$ cat src/core/pss_pkg.sv
/*
 * Shared constants and types for the power and status system-coprocessor
 * register bank. Assumes a single processor clock domain.
 */
package pss_pkg;

   // Coprocessor selector fields of the three registers.
   localparam logic [2:0] PSS_OPC1_MAIN = 3'h0;
   localparam logic [2:0] PSS_OPC1_BASE = 3'h4;
   localparam logic [3:0] PSS_CRN_C15 = 4'hF;
   localparam logic [3:0] PSS_CRM_C0 = 4'h0;
   localparam logic [3:0] PSS_CRM_C1 = 4'h1;
   localparam logic [2:0] PSS_OPC2_0 = 3'h0;

   // Power control and activity field layout.
   localparam int PSS_GATE_EN_BIT = 0;
   localparam int PSS_LAT_LSB = 8;
   localparam int PSS_LAT_W = 3;
   localparam int PSS_ACT_BIT = 0;

   // Base address field layout.
   localparam int PSS_BASE_LSB = 13;
   localparam int PSS_BASE_W = 19;

   // Reset values.
   localparam logic PSS_GATE_EN_RST = 1'h0;
   localparam logic [18:0] PSS_BASE_RST = 19'h00000;

   // Idle cycles before a unit's clock is cut when gating is enabled.
   localparam logic [3:0] PSS_IDLE_CUT = 4'h4;

   // One coprocessor access request.
   typedef struct packed {
      logic valid;
      logic write;
      logic [2:0] opc1;
      logic [3:0] crn;
      logic [3:0] crm;
      logic [2:0] opc2;
      logic [31:0] wdata;
   } pss_req_s;

   // Privilege and security context of the access.
   typedef struct packed {
      logic secure;
      logic privileged;
   } pss_ctx_s;

   // Wake-up controller states.
   typedef enum logic [1:0] {
      PSS_RUN,
      PSS_CUT,
      PSS_WAKE
   } pss_gate_e;

endpackage : pss_pkg

$ cat src/core/pss_regs.sv
/*
 * Power control, vector-unit activity and peripheral base locator registers
 * reached through coprocessor read and write instructions.
 * Assumes access requests, context and pins; pins are synchronised here.
 */
`timescale 1ns/1ns
`default_nettype none
// Operation
// - Latency field loads from pins after reset.
// - Wait latency after clock cut before driving.
// - Overlong latency still waits full count.
// - Zero latency drives on first wake edge.
// - Gating enable bit zero, resets off.
// - Power control at c15,c0,0 opcode 0.
// - Activity register read-only, writes ignored.
// - Activity bit set while vector work pending.
// - Activity register readable at c15,c1,0.
// - Single-processor build base resets zero.
// - Multiprocessor base resets to supplied bits.
// - Base writable only secure privileged.
// - Power control writable only secure privileged.
module pss_regs
   import pss_pkg::*;
#(
   parameter bit MULTI_CORE = 1'b0,
   parameter logic [18:0] BASE_DEFAULT = PSS_BASE_RST
)(
   // Clock, reset and enable.
   input wire logic sys_clk,
   input wire logic rst,
   input wire logic clkEn,
   // Coprocessor access.
   input wire pss_req_s req,
   input wire pss_ctx_s ctx,
   output logic [31:0] rdata,
   output logic rvalid,
   output logic wrDenied,
   // Pins and straps.
   input wire logic [2:0] wakeup_delay_pins,
   input wire logic [18:0] baseStrap,
   // Vector unit status.
   input wire logic vectorBusy,
   // Gated unit side.
   input wire logic unitIdle,
   input wire logic unitReq,
   output logic unitClkOn,
   output logic unitDrive,
   // Visible control state.
   output logic gateEnOut,
   output logic [2:0] latencyOut
);

   logic [2:0] latS1, latS2, latS3; // Latency pin synchroniser.
   logic [2:0] latStable, next_latStable; // Agreed pin value.
   logic [18:0] strapS1, strapS2; // Base strap synchroniser.
   logic capture, next_capture; // High on the first enabled cycle after reset.
   logic gateEn, next_gateEn; // Dynamic gating enable.
   logic [2:0] latency, next_latency; // Wake-up latency field.
   logic [18:0] baseAddr, next_baseAddr; // Peripheral base field.
   logic busyQ, next_busyQ; // Registered vector activity.
   logic [31:0] next_rdata; // Read data.
   logic next_rvalid, next_wrDenied; // Response flags.
   logic hitPower, hitActive, hitBase; // Address decode.
   logic canWrite; // Secure privileged context.

   // Address decode of the coprocessor selector.
   always_comb begin
      hitPower = req.opc1 == PSS_OPC1_MAIN && req.crn == PSS_CRN_C15 &&
                 req.crm == PSS_CRM_C0 && req.opc2 == PSS_OPC2_0;
      hitActive = req.opc1 == PSS_OPC1_MAIN && req.crn == PSS_CRN_C15 &&
                  req.crm == PSS_CRM_C1 && req.opc2 == PSS_OPC2_0;
      hitBase = req.opc1 == PSS_OPC1_BASE && req.crn == PSS_CRN_C15 &&
                req.crm == PSS_CRM_C0 && req.opc2 == PSS_OPC2_0;
      canWrite = ctx.secure && ctx.privileged;
   end

   // Pin synchronisers; the first stages feed only the next stage.
   // The agreed latency value keeps following the pins through reset, so it
   // is already settled when the first cycle after reset captures it.
   always_ff @(posedge sys_clk) begin
      if (clkEn) begin
         latS1 <= wakeup_delay_pins;
         latS2 <= latS1;
         latS3 <= latS2;
         latStable <= next_latStable;
         strapS1 <= baseStrap;
         strapS2 <= strapS1;
      end
   end

   // Next values of the register bank.
   always_comb begin
      next_latStable = latStable;
      if (latS2 == latS3) begin
         next_latStable = latS3;
      end
      next_capture = 1'b0;
      next_gateEn = gateEn;
      next_latency = latency;
      next_baseAddr = baseAddr;
      next_busyQ = vectorBusy;
      next_rdata = rdata;
      next_rvalid = 1'b0;
      next_wrDenied = 1'b0;
      if (capture) begin
         // Leaving reset: take the pin level and, in a multiprocessor build, the base strap.
         next_latency = next_latStable;
         next_baseAddr = MULTI_CORE ? strapS2 : BASE_DEFAULT;
      end else if (req.valid && req.write) begin
         if (hitPower && canWrite) begin
            // Software may rewrite the latency, though it is expected not to.
            next_gateEn = req.wdata[PSS_GATE_EN_BIT];
            next_latency = req.wdata[PSS_LAT_LSB +: PSS_LAT_W];
         end else if (hitBase && canWrite) begin
            next_baseAddr = req.wdata[PSS_BASE_LSB +: PSS_BASE_W];
         end else begin
            // Activity register, denied context or unmapped selector.
            next_wrDenied = 1'b1;
         end
      end else if (req.valid) begin
         next_rvalid = 1'b1;
         next_rdata = 32'h00000000;
         if (hitPower) begin
            next_rdata[PSS_GATE_EN_BIT] = gateEn;
            next_rdata[PSS_LAT_LSB +: PSS_LAT_W] = latency;
         end else if (hitActive) begin
            next_rdata[PSS_ACT_BIT] = busyQ;
         end else if (hitBase) begin
            next_rdata[PSS_BASE_LSB +: PSS_BASE_W] = baseAddr;
         end
      end
   end

   // Register bank flip-flops.
   always_ff @(posedge sys_clk) begin
      if (rst) begin
         capture <= 1'b1;
         gateEn <= PSS_GATE_EN_RST;
         latency <= 3'h0;
         baseAddr <= BASE_DEFAULT;
         busyQ <= 1'b0;
         rdata <= 32'h00000000;
         rvalid <= 1'b0;
         wrDenied <= 1'b0;
      end else if (clkEn) begin
         capture <= next_capture;
         gateEn <= next_gateEn;
         latency <= next_latency;
         baseAddr <= next_baseAddr;
         busyQ <= next_busyQ;
         rdata <= next_rdata;
         rvalid <= next_rvalid;
         wrDenied <= next_wrDenied;
      end
   end

   // Registered copies of the control fields for the outside.
   always_ff @(posedge sys_clk) begin
      if (rst) begin
         gateEnOut <= 1'b0;
         latencyOut <= 3'h0;
      end else if (clkEn) begin
         gateEnOut <= gateEn;
         latencyOut <= latency;
      end
   end

   // Clock gate and wake-up delay for the gated unit.
   pss_wake_ctrl u_wake (
      .sys_clk(sys_clk),
      .rst(rst),
      .clkEn(clkEn),
      .gateEn(gateEn),
      .latency(latency),
      .unitIdle(unitIdle),
      .unitReq(unitReq),
      .unitClkOn(unitClkOn),
      .unitDrive(unitDrive)
   );

endmodule : pss_regs
`default_nettype wire

$ cat src/core/pss_wake_ctrl.sv
/*
 * Clock gate and wake-up delay controller for one internal unit.
 * Assumes the unit's idle level comes from logic on the same clock.
 */
`timescale 1ns/1ns
`default_nettype none
module pss_wake_ctrl
   import pss_pkg::*;
(
   // Clock, reset and enable.
   input wire logic sys_clk,
   input wire logic rst,
   input wire logic clkEn,
   // Control.
   input wire logic gateEn,
   input wire logic [2:0] latency,
   input wire logic unitIdle,
   input wire logic unitReq,
   // Unit side.
   output logic unitClkOn,
   output logic unitDrive
);

   pss_gate_e state, next_state; // Controller state.
   logic [3:0] count, next_count; // Idle count or wake-up wait count.
   logic next_clkOn, next_drive; // Next registered outputs.

   // Next-state logic: cut after a short idle spell, then wait the latency on wake.
   always_comb begin
      next_state = state;
      next_count = count;
      next_clkOn = unitClkOn;
      next_drive = unitDrive;
      unique case (state)
         PSS_RUN: begin
            next_clkOn = 1'b1;
            next_drive = 1'b1;
            if (gateEn && unitIdle && !unitReq) begin
               if (count == PSS_IDLE_CUT) begin
                  next_state = PSS_CUT;
                  next_clkOn = 1'b0;
                  next_drive = 1'b0;
                  next_count = 4'h0;
               end else begin
                  next_count = count + 4'h1;
               end
            end else begin
               next_count = 4'h0;
            end
         end
         PSS_CUT: begin
            // Restart the clock but hold signals off for the programmed delay.
            if (unitReq || !gateEn) begin
               next_clkOn = 1'b1;
               next_count = {1'b0, latency};
               if (latency == 3'h0) begin
                  next_state = PSS_RUN;
                  next_drive = 1'b1;
               end else begin
                  next_state = PSS_WAKE;
               end
            end
         end
         PSS_WAKE: begin
            // Full programmed count is always honoured, even if too long.
            if (count == 4'h1) begin
               next_state = PSS_RUN;
               next_drive = 1'b1;
               next_count = 4'h0;
            end else begin
               next_count = count - 4'h1;
            end
         end
         default: begin
            // An illegal code falls back to the running state.
            next_state = PSS_RUN;
         end
      endcase
   end

   // State registers.
   always_ff @(posedge sys_clk) begin
      if (rst) begin
         state <= PSS_RUN;
         count <= 4'h0;
         unitClkOn <= 1'b1;
         unitDrive <= 1'b1;
      end else if (clkEn) begin
         state <= next_state;
         count <= next_count;
         unitClkOn <= next_clkOn;
         unitDrive <= next_drive;
      end
   end

endmodule : pss_wake_ctrl
`default_nettype wire

$ cat config.mk
export PLATFORM = sky130hd
export DESIGN_NAME = pss_regs
export DESIGN_NICKNAME = d
export VERILOG_FILES = /design/src/core/pss_pkg.sv /design/src/core/pss_regs.sv /design/src/core/pss_wake_ctrl.sv
export SDC_FILE = /design/constraint.sdc
export NUM_CORES = 1
export LEC_CHECK = 0
export BUFFER_PORTS_ARGS = -buffer_cell sky130_fd_sc_hd__buf_2
export CAP_MARGIN = 15
export CORE_MARGIN = 1
export CORE_UTILIZATION = 25
export DETAILED_ROUTE_END_ITERATION = 10
export HOLD_SLACK_MARGIN = 0.02
export SETUP_SLACK_MARGIN = 0.15
export SYNTH_ARGS = -nofsm -noshare
export SYNTH_HDL_FRONTEND = slang
export SYNTH_SLANG_ARGS = --single-unit
$ cat constraint.sdc
create_clock -name sys_clk -period 6.26 [get_ports sys_clk]
set_clock_uncertainty 0.15 [all_clocks]
set_input_delay 0.313 -clock sys_clk [delete_from_list [all_inputs] [get_ports sys_clk]]
set_output_delay 0.313 -clock sys_clk [all_outputs]
set_load 0.005 [all_outputs]
==> run metrics <==
status=complete, no violations; number of port buffers=80; Worst Tran Pin Value=1050 ps; Synth Area per Inst=9.43 sq um; startpoint types=flop; Initial Util=0.257; Fin Setup TNS=0 ps; register cell area after layout=1600 sq um; Routed WL=8700 um; via count=2959; Iter 0 DRT Violations=154; Worst EP required=6370 ps; Final Non-Filler Cells=622; Max-cap violations=0; Congestion Overflow GR=0; clock sinks=74; total iterations of the first detailed-routing run=6; Vias/cell=4.76; Layout area overhead=22.4%; Worst-path clk slew=60 ps; Clock Latency Late Sink=330 ps; Final period util=0.404; Pins Over Slew Limit=0; Filler Cells Inserted=1393; CTS tree=done; slack of the critical path=3730 ps; detailed placement HPWL=5900 um; nets=525; multi-input logic area=1550 sq um; Reg-to-Reg End=rdata[21]$_SDFFE_PP0P_; Row Count=42; Post-synth EDFFs=12; worst r2r src=capture$_SDFFE_PP1P_; Placer Congestion=0.758; GRT Resource Usage Total=0.127; top-area cell type share of the netlist area=0.363; hold_sp=vectorBusy; Post-Syn Instances=363; die width=119 um; Static Leak=1.62 nW; Main synth FF type=dfxtp_1; die area=14200 sq um; Syn Std Cell Area=3420 sq um; synthesized flop and latch total=74; number of global-route vias before repair=2798; postcts setup bufs=0; hold depth=3; DP Cell Count=600; Yosys cell types=51; CP Data Arrival Time=2640 ps; IO Pins=118; share of cells above drive strength 1=0.236; antenna violations before repair=2; Final Hold Violating Endpoints=0; Avg WL per Cell=14.0 um; total power=1.08 mW; dpl ws=3410 ps; Hold Crit Class=primary input to flop; ranking of synthesized cells by area=dfxtp_1 (36%), edfxtp_1 (11%), a22oi_1 (5.3%), nand2_1 (5.2%), a221oi_1 (4.6%); placed cell area=3840 sq um; Worst setup EP type=flop; post-CTS resize count=0; Max Fclk=396 MHz; largest net degree at the start of global routing=63; setup violators final=0; minimum clock period=2530 ps; H-tree Lvls=3; first-pass GRT wire length=14000 um; register area share after synthesis=0.468; final design utilization=0.315; fin area=4190 sq um; relative slew slack=0.298; clock buffer depth=2; CTS Root Buffer Type=clkbuf_16; Async SR Flop Fraction=0; Chip Height=119 um; Worst Reg-to-Reg Cells=5; Final ANT Viol Nets=0; CTS buffer count=9; reg2reg setup slack=3730 ps; WS Path Type=flop to flop; worst-path maximum fanout=27; maximum vdd ir drop=0.147 mV; cell taking the most area after synthesis=dfxtp_1; cts hold-fix bufs=3; core area=13300 sq um; Min Hold Slack=77.1 ps; RSZ-0062 raised after global routing=no; Hold Path End=busyQ$_SDFFE_PP0P_; Pwr Density=259 nW/um^2; # DRC=0; Synthesis Warnings=0
power by group:
group	internal, mW	switching [mW]
combinational	0.0289	0.0370
sequential	0.495	0.0113
clock	0.307	0.204
total	0.831	0.252
per-layer routing:
metal,wire (um),track usage
met3,455,0.0388
met1,4010,0.155
met4,271,0.0625
met2,3970,0.202
met5,0,0
kinds of logic after synthesis:
family,Yosys count,synth area share
compound gates,97,0.195
other cells,1,0.00110
flops,74,0.468
buf+inv,42,0.0877
fa+ha+maj,8,0.0293
mux,10,0.0293
simple gates,127,0.180
xor+xnor,4,0.0102
worst max-delay path: stages, from the launching register on:
cell and delay (ps):
dfxtp_1 650, nor2b_1 400, nand3b_1 190, nor3_4 780, a22oi_1 150, nor2_1 140
registers in the layout (all words and copies together) (netlist names), 2 cells and up:
signal,flops
rdata,23
latS1,3
latency,3
baseAddr,19
latencyOut,3
latStable,3
latS2,3
u_wake.count,4
latS3,3
u_wake.state,2
worst max path at each step:
stage                               startpoint                      endpoint  slack, ps  depth (start not counted)
after floorplan                        req[44]     baseAddr[10]$_SDFFE_PP0P_       4020                          6
after global placement                 req[44]      baseAddr[2]$_SDFFE_PP0P_       3520                          6
after detailed placement                 clkEn  u_wake.count[3]$_SDFFE_PP0P_       3410                          7
after CTS                 capture$_SDFFE_PP1P_        rdata[15]$_SDFFE_PP0P_       3690                          5
after global routing                     clkEn  u_wake.count[3]$_SDFFE_PP0P_       3490                          7
final                     capture$_SDFFE_PP1P_        rdata[21]$_SDFFE_PP0P_       3730                          5
cell usage after synthesis, drive strengths merged, types with 2 or more instances:
| cell | n |
|---|---|
| nand2b | 3 |
| a211oi | 4 |
| buf | 12 |
| xnor2 | 3 |
| a22oi | 24 |
| clkbuf | 16 |
| nand2 | 47 |
| o21ai | 23 |
| dfxtp | 62 |
| nor4 | 2 |
| a21oi | 13 |
| inv | 11 |
| edfxtp | 12 |
| mux2i | 10 |
| ha | 8 |
| nor2 | 39 |
| or3 | 3 |
| nand3b | 3 |
| a221oi | 18 |
| nand3 | 7 |
| a211o | 3 |
| o31ai | 2 |
| a31oi | 4 |
| or4 | 3 |
| nor2b | 2 |
| nor3 | 6 |
| nor3b | 2 |
| nand4 | 3 |
cell usage in the layout, fill, tap and decap left out, types with 10 or more instances in the layout:
| master | synthesis | layout |
|---|---|---|
| a21oi_1 | 13 | 13 |
| nand2_1 | 47 | 47 |
| mux2i_1 | 10 | 10 |
| a22oi_1 | 24 | 24 |
| edfxtp_1 | 12 | 12 |
| buf_2 | 1 | 80 |
| o21ai_0 | 23 | 23 |
| nor2_1 | 39 | 39 |
| inv_1 | 11 | 11 |
| dfxtp_1 | 62 | 62 |
| a221oi_1 | 18 | 18 |
area by class of cell:
class,instances,share of cell area
antenna,2,0.00119
clock buffer,9,0.0537
clock inverter,7,0.0167
inverter,12,0.0107
multi-input combinational,255,0.370
sequential,74,0.382
tap,176,0.0526
timing repair buffer,87,0.113
(Power assumes the default switching activity.)
